**src/bps_defs.svh**
```systemverilog
/*
 * Shared constants of the pack protection sequencer: control byte layout,
 * status byte layout, timing counts and host register offsets.
 * Assumes a 200 MHz system clock on both ends.
 */
`ifndef BPS_DEFS_SVH
`define BPS_DEFS_SVH

`define BPS_CLK_MHZ 200
`define BPS_SAMPLE_US 100
`define BPS_CELLS 4
`define BPS_SPI_BITS 4'h8
`define BPS_SPI_HALF_CYCLES 8'h08

`define BPS_CTRL_RESET 8'h00
`define BPS_CTRL_DSG_EN 0
`define BPS_CTRL_CHG_EN 1
`define BPS_CTRL_BAL_LSB 2
`define BPS_CTRL_OC_CLEAR 6

`define BPS_STAT_REG_ON 0
`define BPS_STAT_DSG_OFF 1
`define BPS_STAT_CHG_OFF 2
`define BPS_STAT_OV 3
`define BPS_STAT_OC 4
`define BPS_STAT_MONITOR 5

`define BPS_ADDR_TX 8'h00
`define BPS_ADDR_STATUS 8'h04
`define BPS_ADDR_ASEL 8'h08
`define BPS_STATUS_BUSY 8
`define BPS_STATUS_LINK_UP 9

`endif

```
**src/bps_pkg.sv**
```systemverilog
/*
 * Types of the pack protection sequencer.
 * Assumes nothing beyond the shared constants header.
 */
`default_nettype none
package bps_pkg;
    typedef enum logic [1:0] {
        BPS_SLEEP = 2'b00,
        BPS_NORMAL = 2'b01,
        BPS_MONITOR = 2'b10
    } bps_mode_e;

    typedef enum logic [1:0] {
        BPS_H_IDLE = 2'b00,
        BPS_H_SHIFT = 2'b01,
        BPS_H_RELEASE = 2'b10
    } bps_host_e;
endpackage
`default_nettype wire

```
**src/bps_link_if.sv**
```systemverilog
/*
 * Link between the protection device and its microcontroller: serial port,
 * analog select lines and the regulator output that powers the host.
 * Assumes both ends run on their own copy of the 200 MHz clock.
 */
`timescale 1ns/1ps
`default_nettype none
interface bps_link_if;
    logic spi_select;
    logic spi_clock;
    logic spi_data_in;
    logic spi_data_out;
    logic [2:0] analog_select_inputs;
    logic regulator_output;

    modport device
    (
        input spi_select,
        input spi_clock,
        input spi_data_in,
        input analog_select_inputs,
        output spi_data_out,
        output regulator_output
    );

    modport host
    (
        output spi_select,
        output spi_clock,
        output spi_data_in,
        output analog_select_inputs,
        input spi_data_out,
        input regulator_output
    );
endinterface
`default_nettype wire

```
**src/bps_device.sv**
```systemverilog
/*
 * Mode and protection sequencer of the pack monitor: sleep, normal and
 * monitor modes, fault latching, FET drives and the serial control byte.
 * Assumes comparator, wake and link inputs are asynchronous to clock.
 */
// Summary of operation
// - Normal mode samples each cell in turn
// - Over-current comparator is watched every cycle
// - Any violation turns off a FET drive
// - Over-discharge sends the device to sleep
// - Regulator output is off while asleep
// - Monitor mode routes selected signal to output
// - Protection stays active in monitor mode
// - Gate drive low is on, high off
// - Host sets balance FET drives over serial
// - First connection enters and holds sleep
// - Only the wake detector ends sleep
// - Host holds link lines low at wake
// - Control byte clears on every wake from sleep; a return from monitor to normal keeps it
// - Enable bits zero keep both FETs off
// - Host sets enable bits to start pack
// - Host waits detect delay plus 200ms
// - Charge drive high on over-charge
// - Discharge drive high on over-discharge/current
`timescale 1ns/1ps
`default_nettype none
`include "bps_defs.svh"
module bps_device #(
    parameter int unsigned SAMPLE_CYCLES = `BPS_SAMPLE_US * `BPS_CLK_MHZ
)
(
    input wire logic clock,
    input wire logic reset,
    bps_link_if.device link,
    input wire logic [3:0] cell_overcharge,
    input wire logic [3:0] cell_overdischarge,
    input wire logic overcurrent,
    input wire logic wake_detect,
    output logic charge_fet_drive_output,
    output logic discharge_fet_drive_output,
    output logic [3:0] cell_balance_fet_controls,
    output logic [2:0] analog_monitor_select,
    output logic monitor_active
);
    localparam int IN_W = 16;

    // Two-stage synchroniser for every pin input
    logic [IN_W-1:0] pin_meta;
    logic [IN_W-1:0] pin_sync;
    logic s_sel;
    logic s_clk;
    logic s_din;
    logic [2:0] s_asel;
    logic [3:0] s_ov;
    logic [3:0] s_uv;
    logic s_oc;
    logic s_wake;

    always_ff @(posedge clock)
    begin
        if (reset)
        begin
            pin_meta <= '0;
            pin_sync <= '0;
        end
        else
        begin
            pin_meta <= {link.spi_select, link.spi_clock, link.spi_data_in, link.analog_select_inputs,
                         cell_overcharge, cell_overdischarge, overcurrent, wake_detect};
            pin_sync <= pin_meta;
        end
    end

    assign {s_sel, s_clk, s_din, s_asel, s_ov, s_uv, s_oc, s_wake} = pin_sync;

    bps_pkg::bps_mode_e mode;
    bps_pkg::bps_mode_e next_mode;
    logic [7:0] ctrl;
    logic [7:0] next_ctrl;
    logic [3:0] ov_flags;
    logic [3:0] next_ov_flags;
    logic oc_latch;
    logic next_oc_latch;
    logic [15:0] sample_cnt;
    logic [15:0] next_sample_cnt;
    logic [1:0] cell_idx;
    logic [1:0] next_cell_idx;
    logic chg_off;
    logic next_chg_off;
    logic dsg_off;
    logic next_dsg_off;
    logic reg_on;
    logic next_reg_on;
    logic [3:0] bal;
    logic [3:0] next_bal;
    logic [2:0] amux;
    logic [2:0] next_amux;

    // Serial port state
    logic clk_prev;
    logic next_clk_prev;
    logic sel_prev;
    logic next_sel_prev;
    logic [7:0] rx_shift;
    logic [7:0] next_rx_shift;
    logic [3:0] bit_cnt;
    logic [3:0] next_bit_cnt;
    logic [7:0] tx_shift;
    logic [7:0] next_tx_shift;
    logic dout;
    logic next_dout;

    logic awake;
    logic sample_tick;
    logic frame_done;
    logic [7:0] status_byte;

    assign awake = (mode != bps_pkg::BPS_SLEEP);
    assign sample_tick = (sample_cnt == 16'(SAMPLE_CYCLES - 1));
    assign frame_done = awake && sel_prev && !s_sel && (bit_cnt == `BPS_SPI_BITS);

    always_comb
    begin
        status_byte = 8'h00;
        status_byte[`BPS_STAT_REG_ON] = reg_on;
        status_byte[`BPS_STAT_DSG_OFF] = dsg_off;
        status_byte[`BPS_STAT_CHG_OFF] = chg_off;
        status_byte[`BPS_STAT_OV] = |ov_flags;
        status_byte[`BPS_STAT_OC] = oc_latch;
        status_byte[`BPS_STAT_MONITOR] = (mode == bps_pkg::BPS_MONITOR);
    end

    // Mode sequencing and protection
    always_comb
    begin
        next_mode = mode;
        next_ctrl = ctrl;
        next_ov_flags = ov_flags;
        next_oc_latch = oc_latch;
        next_sample_cnt = sample_cnt;
        next_cell_idx = cell_idx;
        case (mode)
            bps_pkg::BPS_SLEEP:
            begin
                // Held clear so every wake starts from zero
                next_ctrl = `BPS_CTRL_RESET;
                next_ov_flags = 4'h0;
                next_oc_latch = 1'b0;
                next_sample_cnt = 16'h0000;
                next_cell_idx = 2'h0;
                if (s_wake)
                begin
                    next_mode = bps_pkg::BPS_NORMAL;
                end
            end
            bps_pkg::BPS_NORMAL, bps_pkg::BPS_MONITOR:
            begin
                // Protection runs identically in both awake modes
                next_mode = (s_asel != 3'h0) ? bps_pkg::BPS_MONITOR : bps_pkg::BPS_NORMAL;
                if (frame_done)
                begin
                    next_ctrl = rx_shift;
                    next_ctrl[`BPS_CTRL_OC_CLEAR] = 1'b0;
                    if (rx_shift[`BPS_CTRL_OC_CLEAR])
                    begin
                        next_oc_latch = 1'b0;
                    end
                end
                // Comparator set wins over a same-cycle clear
                if (s_oc)
                begin
                    next_oc_latch = 1'b1;
                end
                next_sample_cnt = sample_tick ? 16'h0000 : 16'(sample_cnt + 16'h0001);
                if (sample_tick)
                begin
                    next_cell_idx = 2'(cell_idx + 2'h1);
                    next_ov_flags[cell_idx] = s_ov[cell_idx];
                    if (s_uv[cell_idx])
                    begin
                        next_mode = bps_pkg::BPS_SLEEP;
                    end
                end
            end
            default:
            begin
                next_mode = bps_pkg::BPS_SLEEP;
            end
        endcase
    end

    // Drives are registered; high turns the P-channel FET off
    always_comb
    begin
        next_reg_on = awake && (next_mode != bps_pkg::BPS_SLEEP);
        next_chg_off = !next_reg_on || !ctrl[`BPS_CTRL_CHG_EN] || (|ov_flags);
        next_dsg_off = !next_reg_on || !ctrl[`BPS_CTRL_DSG_EN] || oc_latch || s_oc;
        next_bal = next_reg_on ? ctrl[`BPS_CTRL_BAL_LSB +: 4] : 4'h0;
        next_amux = (mode == bps_pkg::BPS_MONITOR) ? s_asel : 3'h0;
    end

    // Serial slave: sample on rising clock, shift out on falling
    always_comb
    begin
        next_clk_prev = s_clk;
        next_sel_prev = s_sel;
        next_rx_shift = rx_shift;
        next_bit_cnt = bit_cnt;
        next_tx_shift = tx_shift;
        next_dout = dout;
        if (!awake || !s_sel)
        begin
            // Host is unpowered or idle; keep the data line low
            next_bit_cnt = (awake && sel_prev) ? bit_cnt : 4'h0;
            next_tx_shift = status_byte;
            next_dout = 1'b0;
        end
        else if (!sel_prev)
        begin
            next_bit_cnt = 4'h0;
            next_tx_shift = {status_byte[6:0], 1'b0};
            next_dout = status_byte[7];
        end
        else if (s_clk && !clk_prev)
        begin
            next_rx_shift = {rx_shift[6:0], s_din};
            if (bit_cnt != `BPS_SPI_BITS)
            begin
                next_bit_cnt = 4'(bit_cnt + 4'h1);
            end
        end
        else if (!s_clk && clk_prev)
        begin
            next_dout = tx_shift[7];
            next_tx_shift = {tx_shift[6:0], 1'b0};
        end
    end

    always_ff @(posedge clock)
    begin
        if (reset)
        begin
            mode <= bps_pkg::BPS_SLEEP;
            ctrl <= `BPS_CTRL_RESET;
            ov_flags <= 4'h0;
            oc_latch <= 1'b0;
            sample_cnt <= 16'h0000;
            cell_idx <= 2'h0;
            chg_off <= 1'b1;
            dsg_off <= 1'b1;
            reg_on <= 1'b0;
            bal <= 4'h0;
            amux <= 3'h0;
            clk_prev <= 1'b0;
            sel_prev <= 1'b0;
            rx_shift <= 8'h00;
            bit_cnt <= 4'h0;
            tx_shift <= 8'h00;
            dout <= 1'b0;
        end
        else
        begin
            mode <= next_mode;
            ctrl <= next_ctrl;
            ov_flags <= next_ov_flags;
            oc_latch <= next_oc_latch;
            sample_cnt <= next_sample_cnt;
            cell_idx <= next_cell_idx;
            chg_off <= next_chg_off;
            dsg_off <= next_dsg_off;
            reg_on <= next_reg_on;
            bal <= next_bal;
            amux <= next_amux;
            clk_prev <= next_clk_prev;
            sel_prev <= next_sel_prev;
            rx_shift <= next_rx_shift;
            bit_cnt <= next_bit_cnt;
            tx_shift <= next_tx_shift;
            dout <= next_dout;
        end
    end

    assign charge_fet_drive_output = chg_off;
    assign discharge_fet_drive_output = dsg_off;
    assign cell_balance_fet_controls = bal;
    assign analog_monitor_select = amux;
    assign monitor_active = (mode == bps_pkg::BPS_MONITOR);
    assign link.regulator_output = reg_on;
    assign link.spi_data_out = dout;
endmodule
`default_nettype wire

```
**src/flat_wrapper.sv**
```systemverilog
// flat-port wrapper written by rule: the top's interface ports become plain ports
module bps_device_flat 
#(
    parameter int unsigned SAMPLE_CYCLES = `BPS_SAMPLE_US * `BPS_CLK_MHZ
)
  (clock, reset, cell_overcharge, cell_overdischarge, overcurrent, wake_detect, charge_fet_drive_output, discharge_fet_drive_output, cell_balance_fet_controls, analog_monitor_select, monitor_active, link_spi_select, link_spi_clock, link_spi_data_in, link_analog_select_inputs, link_spi_data_out, link_regulator_output);
  bps_link_if link_i ();
  input wire logic clock;
  input wire logic reset;
  input wire logic [3:0] cell_overcharge;
  input wire logic [3:0] cell_overdischarge;
  input wire logic overcurrent;
  input wire logic wake_detect;
  output logic charge_fet_drive_output;
  output logic discharge_fet_drive_output;
  output logic [3:0] cell_balance_fet_controls;
  output logic [2:0] analog_monitor_select;
  output logic monitor_active;
  input wire logic [$bits(link_i.spi_select)-1:0] link_spi_select;
  input wire logic [$bits(link_i.spi_clock)-1:0] link_spi_clock;
  input wire logic [$bits(link_i.spi_data_in)-1:0] link_spi_data_in;
  input wire logic [$bits(link_i.analog_select_inputs)-1:0] link_analog_select_inputs;
  output wire logic [$bits(link_i.spi_data_out)-1:0] link_spi_data_out;
  output wire logic [$bits(link_i.regulator_output)-1:0] link_regulator_output;
  assign link_i.spi_select = link_spi_select;
  assign link_i.spi_clock = link_spi_clock;
  assign link_i.spi_data_in = link_spi_data_in;
  assign link_i.analog_select_inputs = link_analog_select_inputs;
  assign link_spi_data_out = link_i.spi_data_out;
  assign link_regulator_output = link_i.regulator_output;
  bps_device #(.SAMPLE_CYCLES(SAMPLE_CYCLES)) u_core (.clock(clock), .reset(reset), .link(link_i), .cell_overcharge(cell_overcharge), .cell_overdischarge(cell_overdischarge), .overcurrent(overcurrent), .wake_detect(wake_detect), .charge_fet_drive_output(charge_fet_drive_output), .discharge_fet_drive_output(discharge_fet_drive_output), .cell_balance_fet_controls(cell_balance_fet_controls), .analog_monitor_select(analog_monitor_select), .monitor_active(monitor_active));
endmodule
```
**config.mk**
```make
export PLATFORM = sky130hd
export DESIGN_NAME = bps_device_flat
export DESIGN_NICKNAME = d
export VERILOG_FILES = /design/src/bps_pkg.sv /design/src/bps_link_if.sv /design/src/bps_device.sv /design/src/flat_wrapper.sv
export VERILOG_INCLUDE_DIRS = /design/src
export SDC_FILE = /design/constraint.sdc
export NUM_CORES = 1
export LEC_CHECK = 0
export BUFFER_PORTS_ARGS = -buffer_cell sky130_fd_sc_hd__buf_2
export CAP_MARGIN = 0
export CORE_MARGIN = 1.5
export CORE_UTILIZATION = 52
export CTS_CLUSTER_SIZE = 40
export DETAILED_ROUTE_END_ITERATION = 12
export GPL_TIMING_DRIVEN = 1
export PLACE_DENSITY = 0.73
export SKIP_LAST_GASP = 1
export SLEW_MARGIN = 10
export SYNTH_ARGS = -nofsm -noshare
export SYNTH_HDL_FRONTEND = slang
export SYNTH_SLANG_ARGS = --single-unit
```
**constraint.sdc**
```tcl
create_clock -name clock -period 1.89 [get_ports clock]
set_input_delay 0.567 -clock clock [delete_from_list [all_inputs] [get_ports clock]]
set_output_delay 0.567 -clock clock [all_outputs]
set_load 0.02 [all_outputs]
```
==> metrics.yaml, run 1 <==
logic_synthesis:
  netlist_top_cells_count: "95 x dfxtp_1, 38 x nor2b_1, 36 x nor2_1"
  count_of_yosys_warnings_during_synthesis: 0
  netlist_area_mm2: 0.00375
  syn_area_per_cell_um2: 9.84
  synth-async-reset-ratio: 0
  yosys.area.top_type: "dfxtp_1"
  synth_nets: 409
  synthCells: 381
  synth_top_cells_by_area: "dfxtp_1 51%, nor2b_1 6.3%, mux2i_1 6.1%, nor2_1 3.6%, ha_1 3.3%"
  unique_masters_post_synth: 50
  yosysMostFrequentCell: "dfxtp_1"
  synth_seq_area_share: 0.507
  synth_top_area_share: 0.507
  synth-edff-count: 0
  synth-main-ff-cell: "dfxtp_1"
  yosys_register_bits: 95
floorplanning:
  std_cell_rows: 30
  vertical_die_dimension_um: 87.9
  die_width_um: 87.9
  design.portCount: 30
  start_util: 0.546
  design.die.area_mm2: 0.00773
  design.core.area_mm2: 0.00687
sta:
  fin_crit_ns: 1.80
  tightest_slew_ns: 0.347
  fin_tns_setup_ns: 0
  timing.final.crit_share: 0.952
  worst_clock_skew_ns: 0.00957
  timing.final.ws_setup_ns: 0.0907
  max_freq_mhz: 556
  max_slew_margin: 0.765
  hold_viol_final: 0
  rsz0062_at_grt: "no"
  finalSetupViolations: 0
  report.final.slew_viol_count: 0
clocking:
  h_tree_level_count: 3
  clk_lat_worst_skew_ns: 0.37
  clk_pin_slew_worst_paths_ns: 0.10
  cts_tree: "done"
  numCtsBuffers: 9
  clock_path_buffers: 2
  clkSinkCount: 95
  cts-root-buf: "clkbuf_8"
worst_setup_path:
  path_cells: "inv_1 -> ha_1 -> buf_2"
  critPathCaptureType: "primary output"
  cpPeakStageDelay_ns: 0.37
  critical-path-top-delay-family: "flip-flops"
  setup.worst_path.class: "reg2out"
  arrival_ns: 1.23
  reg_to_reg_slack_setup_ns: 0.14
  rr_startpoint: "u_core.sample_cnt[0]"
  critPathSlowestCell: "dfxtp_1"
  ff2ff_path_depth: 6
  critical_path_peak_fanout: 4
  critical_path_buf_inv_count: 2
  crit_path_start_kind: "flip-flop"
  required_ns: 1.32
  reg2reg_to: "u_core.discharge_fet_drive_output"
routing:
  number_of_vias_per_cell_after_detailed_routing: 5.23
  initialDrtViolationCount: 89
  detailroute.via_count: 2750
  wire_per_inst_um: 13.1
  final_antenna_net_count: 0
  wirelength_mm: 6.89
  drtPass1Iterations: 4
  route.detailed.drc: 0
grt:
  use_met3: 0.0518
  antenna_violations_before_repair: 0
  number_of_global_route_vias_before_repair: 2588
  globalRoute.busiestLayer: "met2"
  grt_use_met2: 0.319
  grt_first_pass_wirelength_mm: 11.6
  grt.overflow.total: 0
  largest_net_degree_at_the_start_of_global_routing: 34
  globalRouteTotalUtil: 0.196
  grt_use_met1: 0.251
power:
  cellPowerDensity_mw_per_mm2: 924
  p_leak_nw: 1.80
  power.ir.vdd_worst_mv: 0.686
finish:
  area_growth_syn_to_layout_pct: 14.9
  antenna_cells_inserted: 0
  finish.net_count: 453
  drive_gt1_frac: 0.181
place:
  globalplace.congestion: 0.830
  dp_hpwl_mm: 4.86
  placement.setup.worst_slack_ns: 0.0916
  port_buffers: 29
hold_path:
  hp-class: "reg2reg"
  worst_hold_path.endpoint: "u_core.discharge_fet_drive_output"
  min_path_cells: 1
  timing.hold.worst.start: "u_core.ctrl[0]"
outcome:
  run_status: "completed"
run:
  number_of_violations_of_the_max_capacitance_limit: 0
worst max path at each step:
stage                    startpoint                                 to  slack, ns  cells past startpoint
2_1_floorplan        u_core.mode[0]              u_core.sample_cnt[15]       0.22                      5
3_3_place_gp   u_core.sample_cnt[0]  u_core.discharge_fet_drive_output       0.13                      5
3_5_place_dp   u_core.sample_cnt[0]  u_core.discharge_fet_drive_output       0.09                      5
4_1_cts              u_core.mode[0]                 u_core.ov_flags[1]       0.06                      6
5_1_grt              u_core.mode[0]                     u_core.ctrl[1]      0.004                      7
6_report             u_core.mode[0]                     monitor_active       0.09                      3
power breakdown:
part           leakage [nW]  total [W]  switching [W]  internal, W
logic                 0.936   0.000598       0.000359     0.000240
clock network        0.0938    0.00127       0.000761     0.000508
registers             0.774    0.00211      0.0000421      0.00207
total                  1.80    0.00398        0.00116      0.00282
cells by family after synthesis:
family,share of synthesized area
AND/OR/NAND/NOR,0.257
flip-flops,0.507
multiplexers,0.0764
XOR/XNOR,0.0257
AO/OA/AOI/OAI,0.0711
buffers and inverters,0.0294
adder cells (fa/ha/maj),0.0334
worst reg2reg max path, cell delays in order (launching register included):
cell and delay (ns):
dfxtp_1 0.35, ha_1 0.25, and4_2 0.25, and4_2 0.30, a211oi_4 0.27, buf_4 0.17, nand3_1 0.07
registers in the layout, indices dropped and copies added (netlist names), 3 cells and up:
signal and cells:
u_core.bit_cnt 4, u_core.sample_cnt 16, u_core.ov_flags 4, u_core.pin_sync 16
u_core.rx_shift 7, u_core.ctrl 6, u_core.pin_meta 16, u_core.tx_shift 8
u_core.cell_balance_fet_controls 4, u_core.analog_monitor_select 3
placed cells by master, fill, tap and decap left out, types with 3 or more instances in the layout:
cell      Yosys  final
nor2_1       36     36
or3_1         4      4
dfxtp_1      95     95
o21ai_0       3      3
a21oi_1      14     13
nand4_1       4      4
xor2_1        3      3
nand2_1      24     24
nand3_1      19     19
buf_2         4     29
inv_1        12     12
o211ai_1      6      6
buf_4         0     19
and2_1       13     13
clkinv_4      0      3
ha_1         10     10
nor4_1        5      5
clkbuf_8      0      9
xnor2_1       8      8
mux2i_1      23     23
nor3_1        6      6
nand2b_1      3      3
nor2b_1      38     38
layer usage:
metal / vias to the layer above / part of all wire
met2: 48 / 0.46
met4: 0 / 0.016
met3: 11 / 0.037
met5: - / 0
li1: 1396 / -
met1: 1295 / 0.48
metrics by stage:
step | cells | total power [W] | util | cell area [µm²] | hold slack (ns)
after detailed placement | 508 | 0.00274 | 0.596 | 4100 | 0.377
final | 526 | 0.00398 | 0.627 | 4310 | 0.393
after CTS | 524 | 0.00401 | 0.624 | 4290 | 0.386
after global routing | 526 | 0.00416 | 0.627 | 4310 | 0.388
after global placement | 508 | 0.00273 | 0.596 | 4100 | 0.369
after floorplan | 381 | 0.00251 | - | 3750 | 0.363
final cells by class:
class	count	area [µm²]
fillers	598	2560
flip-flops and latches	95	1900
multi-input cells	258	1740
repair buffers	49	308
clock buffers	9	124
well taps	96	120
clock inverters	7	65.1
inverters	12	45.0
repair_timing:
item / 4_1_cts / 5_1_grt
buffers inserted: 0 / 2
setup endpoints to repair: 0 / 9
hold buffers: 0 / 0
gates resized for setup: 0 / 3
Note: power is estimated with default switching activity, not from simulation.
==> inputs of run 2 (changes only) <==
- CORE_UTILIZATION: 52 -> 50
- PLACE_DENSITY: 0.73 -> 0.7
==> metrics.yaml, run 2 (synthesis gave the netlist of run 1 again) <==
outcome:
  run_status: "completed"
clocking:
  clkSinkCount: 95  # unchanged
  clk_pin_slew_worst_paths_ns: 0.09  # about the same
  postCtsResizedCells: 0  # unchanged
  cts-root-buf: "clkbuf_8"
  clk_lat_worst_skew_ns: 0.37  # about the same
  numCtsBuffers: 9  # unchanged
  cts_tree: "done"
  h_tree_level_count: 3  # unchanged
  post-cts-setup-buffers: 0  # unchanged
  clock_path_buffers: 2  # unchanged
  post_cts_hold_buffer_count: 0  # unchanged
worst_setup_path:
  critical-path-top-delay-family: "simple AND/OR/NAND/NOR gates"
  setup.worst_path.class: "reg2reg"
  critical_path_peak_fanout: 9  # +5
  critPathCaptureType: "flip-flop"
  required_ns: 2.13  # +0.81 ns
  cpPeakStageDelay_ns: 0.39  # +0.02 ns
  path_cells: "ha_1 -> and4_2 -> and4_1 -> a211oi_4 -> nand3_1"
  crit_path_start_kind: "flip-flop"
  critical_path_buf_inv_count: 0  # -2
  arrival_ns: 2.04  # +0.81 ns
  critPathSlowestCell: "a211oi_4"
grt:
  grt_first_pass_wirelength_mm: 12.0  # +3.3%
  largest_net_degree_at_the_start_of_global_routing: 25  # -26%
  grt.overflow.total: 0  # unchanged
  number_of_global_route_vias_before_repair: 2594  # +0.23%
  antenna_violations_before_repair: 0  # unchanged
  globalRouteTotalUtil: 0.199  # +0.00258
floorplanning:
  vertical_die_dimension_um: 89.6  # +1.9%
  design.die.area_mm2: 0.00803  # +3.9%
  start_util: 0.517  # -0.0289
  std_cell_rows: 31  # +3.3%
  design.core.area_mm2: 0.00725  # +5.6%
  die_width_um: 89.6  # +1.9%
  design.portCount: 30  # unchanged
routing:
  final_antenna_net_count: 0  # unchanged
  route.detailed.drc: 0  # unchanged
  initialDrtViolationCount: 119  # +34%
  wire_per_inst_um: 13.7  # +4.3%
  wirelength_mm: 7.20  # +4.5%
  drtPass1Iterations: 4  # unchanged
  number_of_vias_per_cell_after_detailed_routing: 5.16  # -1.2%
  detailroute.via_count: 2721  # -1.1%
finish:
  layout.core_utilization: 0.593  # -0.0335
  largestRegisters: "u_core.pin_meta x16, u_core.pin_sync x16, u_core.sample_cnt x16"
  drive_gt1_frac: 0.180  # -0.00149
  mostFrequentLayoutCells: "94 x dfxtp_1, 38 x nor2b_1, 36 x nor2_1"
  area_growth_syn_to_layout_pct: 14.8  # about the same
  finish.net_count: 451  # -0.44%
  antenna_cells_inserted: 0  # unchanged
  layout_commonest_cell: "dfxtp_1"
sta:
  fin_crit_ns: 1.80  # +0.00290 ns
  final.hold.worst_slack_ns: 0.404  # +0.0107 ns
  hold_viol_final: 0  # unchanged
  tightest_slew_ns: 0.412  # +0.0651 ns
  report.final.slew_viol_count: 0  # unchanged
  rsz0062_at_grt: "yes"
  max_freq_mhz: 555  # -0.16%
  timing.final.ws_setup_ns: 0.0878  # -0.00290 ns
  timing.final.crit_share: 0.954  # +0.00153
  max_slew_margin: 0.725  # -0.0401
  fin_tns_setup_ns: 0  # unchanged
  finalSetupViolations: 0  # unchanged
  worst_clock_skew_ns: 0.0172  # +0.00765 ns
place:
  globalplace.congestion: 0.865  # +4.3%
  placement.setup.worst_slack_ns: 0.0931  # +0.00153 ns
  dp_hpwl_mm: 5.07  # +4.2%
  port_buffers: 29  # unchanged
run:
  number_of_violations_of_the_max_capacitance_limit: 0  # unchanged
hold_path:
  hp-class: "reg2reg"
power:
  p_leak_nw: 1.80  # about the same
  power.ir.vdd_worst_mv: 0.640  # -6.8%
  cellPowerDensity_mw_per_mm2: 940  # +1.7%
  p_total_w: 0.00404  # +1.6%
-- run 2: changes by cell type in the layout (fill, tap and decap cells not counted), sizes merged --
| cell | previous run | this run |
|---|---|---|
| buf | 49 | 47 |
| bufinv | 0 | 1 |
| clkbuf | 9 | 10 |
| clkinvlp | 1 | 0 |
| inv | 15 | 14 |
-- run 2: worst register-to-register path: cells and delay by family (launching register included) --
kind                     cells  cell delay [ns]
AND/OR/NAND/NOR              3             0.70
AO/OA/AOI/OAI                1             0.39
flip-flops                   1             0.35
adder cells (fa/ha/maj)      1             0.25
-- run 2: power breakdown --
part | switching (W) | leakage (nW) | internal, W | total [W]
clock | 0.000709 | 0.107 | 0.000655 | 0.00136
sequential | 0.0000435 | 0.774 | 0.00207 | 0.00212
combinational | 0.000355 | 0.923 | 0.000210 | 0.000565
-- run 2: worst paths after layout --
check / start / end / slack [ns] / depth (start not counted)
max: u_core.sample_cnt[0] / u_core.discharge_fet_drive_output / 0.09 / 5
min: u_core.ctrl[1] / u_core.charge_fet_drive_output / 0.40 / 1
max reg2reg: u_core.sample_cnt[0] / u_core.discharge_fet_drive_output / 0.09 / 5
min reg2reg: u_core.ctrl[1] / u_core.charge_fet_drive_output / 0.40 / 1
-- run 2: routing by layer --
layer | track usage | up-vias | share of wire
li1 | - | 1392 | -
met1 | 0.260 | 1265 | 0.46
met2 | 0.311 | 56 | 0.47
met3 | 0.0558 | 8 | 0.053
met4 | 0.0811 | 0 | 0.014
met5 | 0 | - | 0
-- run 2: stage by stage --
stage          instances  instance area, µm²
2_1_floorplan        381                3750
3_3_place_gp         511                4090
3_5_place_dp         511                4090
4_1_cts              527                4290
5_1_grt              527                4300
6_report             527                4300
-- run 2: layout make-up --
class	count	area (µm²)
timing repair buffer	47	280
clock inverter	6	66.3
clock buffer	10	138
tap	99	124
fill	661	2950
multi-input combinational	258	1750
sequential	95	1900
inverter	12	45.0
